File: src/shared/uart_pkg.sv
// Constants, field positions and state types for one UART channel.
// Assumes a single clock domain and a 16x baud tick from outside.
package uart_pkg;

	localparam int unsigned ADDR_W    = 3;
	localparam int unsigned DATA_W    = 8;
	localparam int unsigned FIFO_DEPTH = 16;
	localparam int unsigned PTR_W     = 4;
	localparam int unsigned CNT_W     = 5;

	////////////////////////////////////////////////////////////////////////
	// Register addresses in the general register set
	localparam logic [2:0] ADDR_HOLDING    = 3'h0;
	localparam logic [2:0] ADDR_IRQ_ENABLE = 3'h1;
	localparam logic [2:0] ADDR_LINE_STATE = 3'h5;

	////////////////////////////////////////////////////////////////////////
	// Interrupt enable register
	localparam int unsigned IE_RX    = 0;
	localparam int unsigned IE_TX    = 1;
	localparam int unsigned IE_LINE  = 2;
	localparam int unsigned IE_MODEM = 3;
	localparam logic [7:0]  IRQ_ENABLE_MASK  = 8'h0F;
	localparam logic [7:0]  IRQ_ENABLE_RESET = 8'h00;

	////////////////////////////////////////////////////////////////////////
	// Line state register; error field holds bits 4:1
	localparam int unsigned LS_DATA_READY = 0;
	localparam int unsigned LS_ERR_LSB    = 1;
	localparam int unsigned LS_ERR_MSB    = 4;
	localparam int unsigned LS_HOLD_EMPTY = 5;
	localparam int unsigned LS_TX_IDLE    = 6;
	localparam int unsigned LS_FIFO_ERR   = 7;
	localparam int unsigned ERR_OVERRUN   = 0;
	localparam int unsigned ERR_PARITY    = 1;
	localparam int unsigned ERR_FRAMING   = 2;
	localparam int unsigned ERR_BREAK     = 3;
	localparam logic [7:0]  LINE_STATE_RESET = 8'h60;

	////////////////////////////////////////////////////////////////////////
	// Identification levels
	localparam logic [2:0] LEVEL_NONE  = 3'h0;
	localparam logic [2:0] LEVEL_LINE  = 3'h1;
	localparam logic [2:0] LEVEL_RX    = 3'h2;
	localparam logic [2:0] LEVEL_TX    = 3'h3;
	localparam logic [2:0] LEVEL_MODEM = 3'h4;

	////////////////////////////////////////////////////////////////////////
	// Serial timing in 16x ticks
	localparam logic [4:0] TICKS_PER_BIT = 5'h10;
	// Start centre at seven and a half ticks, held in half ticks
	localparam int unsigned START_HALF_TICKS = 15;
	localparam logic [4:0]  START_CHECK_TICKS =
		5'((START_HALF_TICKS + 1) / 2);
	localparam logic [3:0]  DATA_BITS  = 4'h8;
	localparam logic [3:0]  FRAME_BITS = 4'hA;

	typedef enum logic [1:0] {
		RX_IDLE  = 2'b00,
		RX_START = 2'b01,
		RX_DATA  = 2'b11,
		RX_STOP  = 2'b10
	} rx_state_type;

	typedef enum logic [0:0] {
		TX_IDLE = 1'b0,
		TX_SEND = 1'b1
	} tx_state_type;

endpackage

File: src/rtl/rx_front.sv
// Receive front end: start-bit validation and 8N1 character assembly.
// Assumes serial_in synchronous to mclk and a one-cycle 16x tick.
module rx_front (
	input  wire logic         mclk,
	input  wire logic         rst_n,
	input  wire logic         baud_tick,
	input  wire logic         serial_in,
	output logic              char_valid,
	output logic [7:0]        char_data,
	output logic              framing_error,
	output logic              break_seen
);
	import uart_pkg::*;

	typedef struct packed {
		uart_pkg::rx_state_type state;
		logic [4:0] tick_cnt;
		logic [3:0] bit_cnt;
		logic [7:0] shift;
		logic       prev_in;
		logic       char_valid;
		logic [7:0] char_data;
		logic       framing_error;
		logic       break_seen;
	} rx_regs_type;

	rx_regs_type s;
	rx_regs_type next_s;

	////////////////////////////////////////////////////////////////////////
	always_comb begin
		next_s = s;
		next_s.char_valid = 1'b0;
		next_s.prev_in = serial_in;
		case (s.state)
			RX_IDLE: begin
				if (s.prev_in && !serial_in) begin
					next_s.state = RX_START;
					next_s.tick_cnt = 5'h00;
				end
			end
			RX_START: begin
				if (baud_tick) begin
					next_s.tick_cnt = s.tick_cnt + 5'h01;
					if (s.tick_cnt == START_CHECK_TICKS - 5'h01) begin
						next_s.tick_cnt = 5'h00;
						next_s.bit_cnt = 4'h0;
						// False start drops back without a character
						next_s.state = serial_in ? RX_IDLE : RX_DATA;
					end
				end
			end
			RX_DATA: begin
				if (baud_tick) begin
					next_s.tick_cnt = s.tick_cnt + 5'h01;
					if (s.tick_cnt == TICKS_PER_BIT - 5'h01) begin
						next_s.tick_cnt = 5'h00;
						next_s.shift = {serial_in, s.shift[7:1]};
						next_s.bit_cnt = s.bit_cnt + 4'h1;
						if (s.bit_cnt == DATA_BITS - 4'h1) begin
							next_s.state = RX_STOP;
						end
					end
				end
			end
			RX_STOP: begin
				if (baud_tick) begin
					next_s.tick_cnt = s.tick_cnt + 5'h01;
					if (s.tick_cnt == TICKS_PER_BIT - 5'h01) begin
						next_s.char_valid = 1'b1;
						next_s.char_data = s.shift;
						next_s.framing_error = !serial_in;
						next_s.break_seen = !serial_in &&
							(s.shift == 8'h00);
						next_s.state = RX_IDLE;
					end
				end
			end
			default: next_s.state = RX_IDLE;
		endcase
	end

	always_ff @(posedge mclk or negedge rst_n) begin
		if (!rst_n) begin
			s <= '{state: RX_IDLE, prev_in: 1'b1, default: '0};
		end else begin
			s <= next_s;
		end
	end

	assign char_valid    = s.char_valid;
	assign char_data     = s.char_data;
	assign framing_error = s.framing_error;
	assign break_seen    = s.break_seen;

endmodule

File: src/rtl/tx_shift.sv
// Transmit shift register: sends one 8N1 frame per load.
// Assumes load only while ready is high and a one-cycle 16x tick.
module tx_shift (
	input  wire logic         mclk,
	input  wire logic         rst_n,
	input  wire logic         baud_tick,
	input  wire logic         load,
	input  wire logic [7:0]   load_data,
	output logic              ready,
	output logic              serial_out
);
	import uart_pkg::*;

	typedef struct packed {
		uart_pkg::tx_state_type state;
		logic [9:0] shift;
		logic [4:0] tick_cnt;
		logic [3:0] bit_cnt;
		logic       ready;
		logic       serial_out;
	} tx_regs_type;

	tx_regs_type s;
	tx_regs_type next_s;

	////////////////////////////////////////////////////////////////////////
	always_comb begin
		next_s = s;
		case (s.state)
			TX_IDLE: begin
				if (load) begin
					// Stop bit, data LSB first, start bit
					next_s.shift = {1'b1, load_data, 1'b0};
					next_s.tick_cnt = 5'h00;
					next_s.bit_cnt = 4'h0;
					next_s.state = TX_SEND;
				end
			end
			TX_SEND: begin
				if (baud_tick) begin
					next_s.tick_cnt = s.tick_cnt + 5'h01;
					if (s.tick_cnt == TICKS_PER_BIT - 5'h01) begin
						next_s.tick_cnt = 5'h00;
						next_s.shift = {1'b1, s.shift[9:1]};
						next_s.bit_cnt = s.bit_cnt + 4'h1;
						if (s.bit_cnt == FRAME_BITS - 4'h1) begin
							next_s.state = TX_IDLE;
						end
					end
				end
			end
			default: next_s.state = TX_IDLE;
		endcase
		next_s.ready = (next_s.state == TX_IDLE);
		next_s.serial_out = (next_s.state == TX_IDLE) ? 1'b1 :
			next_s.shift[0];
	end

	always_ff @(posedge mclk or negedge rst_n) begin
		if (!rst_n) begin
			s <= '{state: TX_IDLE, ready: 1'b1, serial_out: 1'b1,
				default: '0};
		end else begin
			s <= next_s;
		end
	end

	assign ready      = s.ready;
	assign serial_out = s.serial_out;

endmodule

File: src/rtl/uart_channel.sv
// One UART channel: holding registers, receive queue, interrupt enable.
// Assumes bus strobes synchronous to mclk and a 16x tick from outside;
// line control, FIFO control and modem logic live elsewhere.
//
// What this block does
// - Host write moves byte toward transmit shifter
// - Holding-empty flag set when last queued byte moves to shifter
// - Receive read returns and removes oldest character
// - Falling input edge starts 16x start counter
// - Sample at 8 ticks (7.5 rounded up); reject high start
// - Receive errors and break posted in line state
// - Enable bits 7:4 unused, read zero
// - Bit 3 gates modem change interrupt
// - Bit 2 gates line error interrupt
// - Non-FIFO transmit interrupt tracks holding empty
// - FIFO transmit interrupt needs queue fully empty
// - Non-FIFO receive interrupt while holding has data
// - FIFO receive interrupt at trigger fill level
// - Enable bits reset to zero, one enables
// - Enables gate sources onto channel interrupt pin
// - Transmit is level 3, receive level 2
// - Access only with chip select; latch bit low except for line state
module uart_channel (
	input  wire logic         mclk,
	input  wire logic         rst_n,
	input  wire logic         cs_n,
	input  wire logic [2:0]   addr,
	input  wire logic         rd_n,
	input  wire logic         wr_n,
	input  wire logic [7:0]   data_in,
	output logic [7:0]        data_out,
	output logic              data_oe,
	input  wire logic         divisor_latch_sel,
	input  wire logic         fifo_mode,
	input  wire logic [4:0]   rx_trigger_count,
	input  wire logic [3:0]   modem_change,
	input  wire logic         baud16_tick,
	input  wire logic         serial_in,
	output logic              serial_out,
	output logic              channel_irq,
	output logic [2:0]        irq_level,
	output logic [7:0]        line_state,
	output logic              transmit_ready,
	output logic              receive_ready
);
	import uart_pkg::*;

	////////////////////////////////////////////////////////////////////////
	// Reset release

	logic rst_meta;
	logic rst_sync_n;

	always_ff @(posedge mclk or negedge rst_n) begin
		if (!rst_n) begin
			rst_meta <= 1'b0;
			rst_sync_n <= 1'b0;
		end else begin
			rst_meta <= 1'b1;
			rst_sync_n <= rst_meta;
		end
	end

	////////////////////////////////////////////////////////////////////////
	// Helpers

	// Queue capacity: the whole FIFO, or a single holding register
	function automatic logic [4:0] capacity(input logic fifo_on);
		capacity = fifo_on ? 5'(FIFO_DEPTH) : 5'h01;
	endfunction

	function automatic logic [4:0] step(input logic [4:0] cnt,
		input logic inc, input logic dec);
		step = cnt + {4'h0, inc} - {4'h0, dec};
	endfunction

	////////////////////////////////////////////////////////////////////////
	// State

	typedef struct packed {
		logic [7:0]                  irq_enable_reg;
		logic [FIFO_DEPTH-1:0][7:0]  rx_mem;
		logic [PTR_W-1:0]            rx_wp;
		logic [PTR_W-1:0]            rx_rp;
		logic [CNT_W-1:0]            rx_cnt;
		logic [FIFO_DEPTH-1:0][7:0]  tx_mem;
		logic [PTR_W-1:0]            tx_wp;
		logic [PTR_W-1:0]            tx_rp;
		logic [CNT_W-1:0]            tx_cnt;
		logic [3:0]                  line_err;
		logic                        fifo_prev;
		logic                        rd_prev_n;
		logic                        wr_prev_n;
		logic [7:0]                  data_out;
		logic                        data_oe;
		logic                        channel_irq;
		logic [2:0]                  irq_level;
		logic [7:0]                  line_state_reg;
		logic                        transmit_ready;
		logic                        receive_ready;
	} chan_regs_type;

	chan_regs_type s;
	chan_regs_type next_s;

	logic       rx_valid;
	logic [7:0] rx_data;
	logic       rx_framing;
	logic       rx_break;
	logic       tx_idle;
	logic       tx_load;

	////////////////////////////////////////////////////////////////////////
	// Serial ends

	rx_front u_rx (
		.mclk          (mclk),
		.rst_n         (rst_sync_n),
		.baud_tick     (baud16_tick),
		.serial_in     (serial_in),
		.char_valid    (rx_valid),
		.char_data     (rx_data),
		.framing_error (rx_framing),
		.break_seen    (rx_break)
	);

	tx_shift u_tx (
		.mclk       (mclk),
		.rst_n      (rst_sync_n),
		.baud_tick  (baud16_tick),
		.load       (tx_load),
		.load_data  (s.tx_mem[s.tx_rp]),
		.ready      (tx_idle),
		.serial_out (serial_out)
	);

	// Oldest queued byte goes to the shifter as soon as it is idle
	assign tx_load = tx_idle && (s.tx_cnt != 5'h00);

	////////////////////////////////////////////////////////////////////////
	// Register access and queues

	logic       gen_set;
	logic       rd_start;
	logic       wr_start;
	logic [4:0] limit;
	logic       tx_push;
	logic       rx_push;
	logic       rx_pop;
	logic       overrun;
	logic       ls_read;
	logic       hold_empty;
	logic       rx_src;
	logic       tx_src;
	logic       line_src;
	logic       modem_src;
	logic [3:0] pending;
	logic [3:0] err_set;

	always_comb begin
		next_s = s;
		next_s.rd_prev_n = rd_n;
		next_s.wr_prev_n = wr_n;
		next_s.fifo_prev = fifo_mode;

		// Strobes act on their leading edge, once per access
		rd_start = s.rd_prev_n && !rd_n && !cs_n;
		wr_start = s.wr_prev_n && !wr_n && !cs_n;
		gen_set = !divisor_latch_sel;
		limit = capacity(fifo_mode);

		tx_push = wr_start && gen_set && (addr == ADDR_HOLDING) &&
			(s.tx_cnt < limit);
		rx_pop = rd_start && gen_set && (addr == ADDR_HOLDING) &&
			(s.rx_cnt != 5'h00);
		rx_push = rx_valid && (s.rx_cnt < limit);
		overrun = rx_valid && !(s.rx_cnt < limit);
		ls_read = rd_start && (addr == ADDR_LINE_STATE);

		// Transmit queue
		if (tx_push) begin
			next_s.tx_mem[s.tx_wp] = data_in;
			next_s.tx_wp = s.tx_wp + 4'h1;
		end
		if (tx_load) begin
			next_s.tx_rp = s.tx_rp + 4'h1;
		end
		next_s.tx_cnt = step(s.tx_cnt, tx_push, tx_load);

		// Receive queue
		if (rx_push) begin
			next_s.rx_mem[s.rx_wp] = rx_data;
			next_s.rx_wp = s.rx_wp + 4'h1;
		end
		if (rx_pop) begin
			next_s.rx_rp = s.rx_rp + 4'h1;
		end
		next_s.rx_cnt = step(s.rx_cnt, rx_push, rx_pop);

		// A mode change discards queued data on both sides
		if (fifo_mode != s.fifo_prev) begin
			next_s.tx_wp = '0;
			next_s.tx_rp = '0;
			next_s.tx_cnt = '0;
			next_s.rx_wp = '0;
			next_s.rx_rp = '0;
			next_s.rx_cnt = '0;
		end

		// Error bits: a new error wins over the clear by a status read
		err_set = 4'h0;
		err_set[ERR_OVERRUN] = overrun;
		err_set[ERR_FRAMING] = rx_valid && rx_framing;
		err_set[ERR_BREAK] = rx_valid && rx_break;
		next_s.line_err = (s.line_err & ~{4{ls_read}}) | err_set;

		// Enable register write
		if (wr_start && gen_set && (addr == ADDR_IRQ_ENABLE)) begin
			next_s.irq_enable_reg = data_in & IRQ_ENABLE_MASK;
		end

		// Read data is captured at the start of the read strobe
		if (cs_n || rd_n) begin
			next_s.data_oe = 1'b0;
		end
		if (rd_start) begin
			if (gen_set && (addr == ADDR_HOLDING)) begin
				next_s.data_out = s.rx_mem[s.rx_rp];
				next_s.data_oe = 1'b1;
			end else if (gen_set && (addr == ADDR_IRQ_ENABLE)) begin
				next_s.data_out = s.irq_enable_reg;
				next_s.data_oe = 1'b1;
			end else if (addr == ADDR_LINE_STATE) begin
				next_s.data_out = s.line_state_reg;
				next_s.data_oe = 1'b1;
			end else begin
				next_s.data_oe = 1'b0;
			end
		end

		// Interrupt sources from the state being entered
		hold_empty = (next_s.tx_cnt == 5'h00);
		rx_src = fifo_mode ?
			(next_s.rx_cnt >= rx_trigger_count) &&
			(next_s.rx_cnt != 5'h00) :
			(next_s.rx_cnt != 5'h00);
		// Whole queue empty covers holding register and FIFO alike
		tx_src = hold_empty;
		line_src = |next_s.line_err;
		modem_src = |modem_change;
		pending = 4'h0;
		pending[IE_RX] = rx_src;
		pending[IE_TX] = tx_src;
		pending[IE_LINE] = line_src;
		pending[IE_MODEM] = modem_src;
		pending = pending & next_s.irq_enable_reg[3:0];
		next_s.channel_irq = |pending;

		if (pending[IE_LINE]) begin
			next_s.irq_level = LEVEL_LINE;
		end else if (pending[IE_RX]) begin
			next_s.irq_level = LEVEL_RX;
		end else if (pending[IE_TX]) begin
			next_s.irq_level = LEVEL_TX;
		end else if (pending[IE_MODEM]) begin
			next_s.irq_level = LEVEL_MODEM;
		end else begin
			next_s.irq_level = LEVEL_NONE;
		end

		next_s.line_state_reg = 8'h00;
		next_s.line_state_reg[LS_DATA_READY] = (next_s.rx_cnt != 5'h00);
		next_s.line_state_reg[LS_ERR_MSB:LS_ERR_LSB] =
			next_s.line_err;
		next_s.line_state_reg[LS_HOLD_EMPTY] = hold_empty;
		next_s.line_state_reg[LS_TX_IDLE] = hold_empty && tx_idle &&
			!tx_load;
		next_s.line_state_reg[LS_FIFO_ERR] = 1'b0;

		next_s.transmit_ready = hold_empty;
		next_s.receive_ready = (next_s.rx_cnt != 5'h00);
	end

	always_ff @(posedge mclk or negedge rst_sync_n) begin
		if (!rst_sync_n) begin
			s <= '{irq_enable_reg: IRQ_ENABLE_RESET,
				line_state_reg: LINE_STATE_RESET,
				rd_prev_n: 1'b1, wr_prev_n: 1'b1,
				transmit_ready: 1'b1, default: '0};
		end else begin
			s <= next_s;
		end
	end

	////////////////////////////////////////////////////////////////////////
	// Outputs

	assign data_out       = s.data_out;
	assign data_oe        = s.data_oe;
	assign channel_irq    = s.channel_irq;
	assign irq_level      = s.irq_level;
	assign line_state     = s.line_state_reg;
	assign transmit_ready = s.transmit_ready;
	assign receive_ready  = s.receive_ready;

endmodule

File: config.mk
export PLATFORM = sky130hd
export DESIGN_NAME = uart_channel
export DESIGN_NICKNAME = d
export VERILOG_FILES = /design/src/shared/uart_pkg.sv /design/src/rtl/rx_front.sv /design/src/rtl/tx_shift.sv /design/src/rtl/uart_channel.sv
export SDC_FILE = /design/constraint.sdc
export NUM_CORES = 1
export LEC_CHECK = 0
export CAP_MARGIN = 20
export CORE_MARGIN = 10
export CORE_UTILIZATION = 60
export DETAILED_ROUTE_END_ITERATION = 8
export DONT_BUFFER_PORTS = 1
export PLACE_DENSITY = 0.76
export SLEW_MARGIN = 5
export SYNTH_ARGS = -nofsm -noshare
export SYNTH_HDL_FRONTEND = slang
export SYNTH_SLANG_ARGS = --single-unit
File: constraint.sdc
create_clock -name mclk -period 14.36 [get_ports mclk]
set_clock_uncertainty 0.15 [all_clocks]
set_input_delay 1.436 -clock mclk [delete_from_list [all_inputs] [get_ports mclk]]
set_output_delay 1.436 -clock mclk [all_outputs]
set_load 0.005 [all_outputs]
==> Word level (Yosys, flattened, before mapping) <==
Cells that the tools add are included.
{ "totals": {"mem_bits_ro": 0, "register_bits": 370, "ramBits": 0, "in_bits": 29, "output_inout_bits": 24, "n_memories": 0, "latchBits": 0} }
{ "classes": {"div_mod_pow": 0, "n_eq_ne": 22, "bitwise": 6, "n_reduce_logical": 59, "mul": 0, "mux": 49, "shift": 0, "magnitude_cmp": 9, "add_sub_neg": 12} }
{ "ops": {"columns": ["op", "count"], "rows": [
  ["$bwmux W128", 2],
  ["$bmux W8 S4", 2],
  ["$demux W8 S4", 2],
  ["$mux W20", 3],
  ["$mux W11", 5],
  ["$mux W8", 5],
  ["$pmux W20 S2", 1],
  ["$mux W19", 2],
  ["$pmux W7 S4", 1],
  ["$logic_and A1 B1 Y1", 26],
  ["$mux W13", 2],
  ["$add A4 B1 Y4 const B", 6],
  ["$lt A4 B5 Y1 const B", 4],
  ["$mux W4", 5],
  ["$mux W9", 2],
  ["$reduce_bool A5 Y1", 3],
  ["$mux W7", 2],
  ["$mux W3", 4],
  ["$ne A2 B2 Y1 const B", 6],
  ["$reduce_bool A2 Y1", 6],
  ["$reduce_or A4 Y1", 3],
  ["$add A5 B1 Y5", 2],
  ["$add A5 B1 Y5 const B", 2],
  ["$eq A5 B4 Y1 const B", 2],
  ["33 further kinds", 59]
]} }

==> Longest topological paths before layout <==
{ "depth": {"depth_word": 16, "mapped_depth": 21, "mapped_depth_nobuf": 20} }

==> Hierarchy <==
A second synthesis with hierarchy kept.
{ "hier_totals": {"cells_unflattened": 1205, "hier_area_um2": 17217.8} }
{ "by_module_without_submodules": {"columns": ["mod", "n_inst", "cells_per_inst", "seq_area_each_um2", "area_each_um2"], "rows": [
  ["uart_channel", 1, 980, 7787.5, 14581.5],
  ["rx_front", 1, 132, 777.0, 1559.0],
  ["tx_shift", 1, 93, 553.0, 1077.3]
]} }

==> Least setup slack after synthesis <==
Ideal clock, no wire load.
{ "synth_path": {"path_kind": "input -> register", "start": "input port addr[0]", "end": "register s, in the netlist channel_irq", "t_required_ns": 14.074, "stages": 18, "slack_ns": 8.872, "path_buffers": 1, "arrival_ns": 5.202, "setup_time_ns": 0.136, "cell_sequence": "clkbuf_1 and2_1 o21ai_1 nor4_1 ha_1 inv_1 ha_1 inv_1 fa_1 o21bai_1 a21oi_1 xnor2_1 nor2_1 ha_1 o211ai_1 a31oi_1 a22o_1 or3b_2"} }
{ "synth_rtl": {"columns": ["element", "line", "text"], "rows": [
  ["start, declared", "uart_channel.sv:27", "input wire logic [2:0] addr,"],
  ["end signal, assigned", "uart_channel.sv:286", "s <= '{irq_enable_reg: IRQ_ENABLE_RESET,"],
  ["end signal, assigned", "uart_channel.sv:291", "s <= next_s;"],
  ["end, declared", "uart_channel.sv:103", "chan_regs_type s;"]
]} }

==> results.yml <==
place:
  place_ws_ns: 8.10
  dpl-instance-area_sq_mm: 0.0172
  port_buffers: 0
  place_congestion: 0.786
  dp_hpwl_microns: 22700
  placedCellCount: 1549
synthesis:
  async_flop_share_pct: 100
  synth_fp_nets: 1318
  synth_edf_count: 0
  postSynthCellCount: 1247
  netlist.area_leader.share_pct: 52.6
  avgSynthCellArea_sq_um: 13.6
  synth.cell_area_sq_mm: 0.0170
  synthTopCellsByArea: "dfrtp_1, mux2_2, mux4_2"
  ys_ff_latch: 364
  ys_types: 55
  yosysSeqAreaShare_pct: 53.7
  yosys_warnings: 0
  synthFlopType: "dfrtp_1"
  synth_most_common_cell: "dfrtp_1"
  synth.top_cells.by_count: "dfrtp_1, mux2_2, nand2_1"
  synth_top_cell_by_area: "dfrtp_1"
die:
  dieHeight_microns: 188
  num_rows: 61
  die_w_microns: 188
  initial_core_util_pct: 61.0
  core_area_sq_mm: 0.0279
  pin_count: 53
  die-area_sq_mm: 0.0355
hold_path:
  hold_path.class: "reg2reg"
  min_path_cells: 0
  holdPathEnd: "rst_sync_n"
  hp-start: "rst_meta"
worst_setup_path:
  slowest_stage: "nor4_1"
  arrival_ns: 5.71
  max_stage_delay_ns: 0.84
  r2r_cells: 17
  crit_top_cell: "ha_1"
  critPathLaunchType: "input pin"
  critPathTopFamily: "simple AND/OR/NAND/NOR gates"
  end_kind: "register"
  r2r-end: "channel_irq"
  worst_ep_required_time_ns: 14.61
  rrSetupSlack_ns: 9.33
  worstPathMaxFanout: 7
  cp_num_buf_inv: 2
  cp-startpoint: "cs_n"
  worstReg2RegStart: "s[24]"
  path_cells: "nor4b_1 -> o21ai_1 -> nor4_1 -> ha_1 -> inv_1 -> ha_1 -> inv_1 -> fa_1 -> o21bai_1 -> a21oi_1 -> xnor2_1 -> nor2_1 -> ha_1 -> o211ai_1 -> a31oi_1 -> a22o_1 -> or3b_2"
  crit_type: "in2reg"
routing:
  drc: 0
  vias: 10000
  drt-total-wl_microns: 36000
  ant_nets: 0
  via_per_inst: 6.17
  drt_iter0_markers: 620
  drt-wirelength-per-cell_microns: 22.2
  firstDrtPassIters: 7
timing:
  min_period_ns: 5.46
  layout_setup_ws_ns: 8.90
  finalCritPeriodShare_pct: 38.0
  setup_viol: 0
  slew_headroom_pct: 27.6
  drv_slew: 0
  hold_viol_final: 0
  rsz0062_at_grt: "false"
  timing.setup.tns_ns: 0
  worst_pin_slew_ns: 1.09
  max_freq_ghz: 0.183
global_routing:
  grt_max_degree: 197
  overflow: 0
  antenna_found_initial: 1
  track_usage_pct: 20.4
  grt_pass1_wl_microns: 58000
  first_global_vias: 10300
clock_tree:
  cts-resized-gates: 0
  clkLatencyLatePin_ns: 0.54
  cts_tree: "yes"
  htree_num_levels: 2
  cts_max_path_buffers: 3
  cts_sinks: 364
  cts_made_buffers: 39
  path_clk_slew_ns: 0.06
  cts_root_buffer: "clkbuf_16"
  postCtsSetupRepairBufs: 0
run_status:
  status: "finished, final reports clean"
final_layout:
  stdcell_area_sq_mm: 0.0185
  final_nets: 1288
  final_cell_count_no_fill: 1623
  reg.largest.list: "s x292, u_rx.s x20, u_tx.s x20"
  top_register: "s"
  area_growth_pct: 8.73
  num_antenna_cells: 0
  layout-drive-gt1-share_pct: 34.0
  largest_reg_flops: 292
power:
  p_per_area_mw_per_mm2: 116
  total_power_mw: 2.14
  ir_drop_v: 0.000116
  leakagePower_nw: 8.85
flow_run:
  max_cap_viol_count: 0
worst register-to-register path, stage by stage (launching register included):
cell,delay (ns)
dfstp_2,0.53
nor4b_1,0.34
o21ai_1,0.27
nor4_1,0.84
ha_1,0.38
inv_1,0.06
ha_1,0.16
inv_1,0.06
fa_1,0.41
o21bai_1,0.19
a21oi_1,0.10
xnor2_1,0.20
nor2_1,0.08
ha_1,0.28
o211ai_1,0.09
a31oi_1,0.13
a22o_1,0.21
or3b_2,0.44
through the flow:
| step | hold WS [ns] | utilization (%) |
|---|---|---|
| after detailed placement | 0.0000433 | 61.6 |
| after global routing | 0.208 | 66.3 |
| after global placement | 0.00120 | 61.6 |
| after CTS | 0.202 | 66.2 |
| final | 0.200 | 66.3 |
| after floorplan | 0.181 | - |
worst max-delay path by stage:
stage	end	slack (ns)	depth (start not counted)
2_1_floorplan	channel_irq	3.33	0
3_3_place_gp	channel_irq	8.31	17
3_5_place_dp	channel_irq	8.10	17
4_1_cts	channel_irq	8.62	17
5_1_grt	channel_irq	8.60	17
6_report	channel_irq	8.90	17
report_power, final:
group | total [mW] | internal (mW) | switching, mW
Sequential | 1.08 | 1.06 | 0.0270
Combinational | 0.0977 | 0.0412 | 0.0564
Clock | 0.961 | 0.564 | 0.397
Total | 2.14 | 1.66 | 0.480
metal layers:
layer,part of all wire [%],global-route usage [%],vias to the layer above
li1,-,-,4463
met1,42,27.0,5217
met2,49,32.9,266
met3,6.3,4.69,63
met4,2.3,6.29,0
met5,0,0,-
placed cells by master, fill, tap and decap left out, types with 22 or more instances in the layout:
cell and instances:
dfrtp_1 354, mux2_2 259, nand3_1 33, a21oi_1 22, nand2_1 100, inv_1 40, mux4_2 76, clkbuf_16 40
ha_1 40, o21ai_0 33, nor2_1 40
repair_timing:
item / CTS / global route
endpoints found under the hold margin: 2 / 0
hold buffers: 2 / 0
endpoints found under the setup margin: 0 / 0
cell families (layout without fill, tap and decap cells):
logic type                 after synthesis  in the layout  share of synthesized area [%]
DFF                                    364            364                           53.7
muxes                                  348            348                           28.0
and+or+nand+nor                        236            236                           6.63
buffers and inverters                  127            125                           3.26
AOI/OAI and AO/OA                      103            103                           3.93
adders and majority gates               42             42                           3.18
xor gates and xnor gates                25             25                           1.29
other                                    2              2                         0.0442
cell type report:
cell class | instances | area (sq um)
clock buffer | 60 | 1180
tap | 378 | 473
fill | 1981 | 9380
timing repair buffer | 15 | 158
clock inverter | 9 | 62.6
inverter | 41 | 154
multi-input combinational | 756 | 7330
sequential | 364 | 9120
Power figures use the tool's default switching activity.
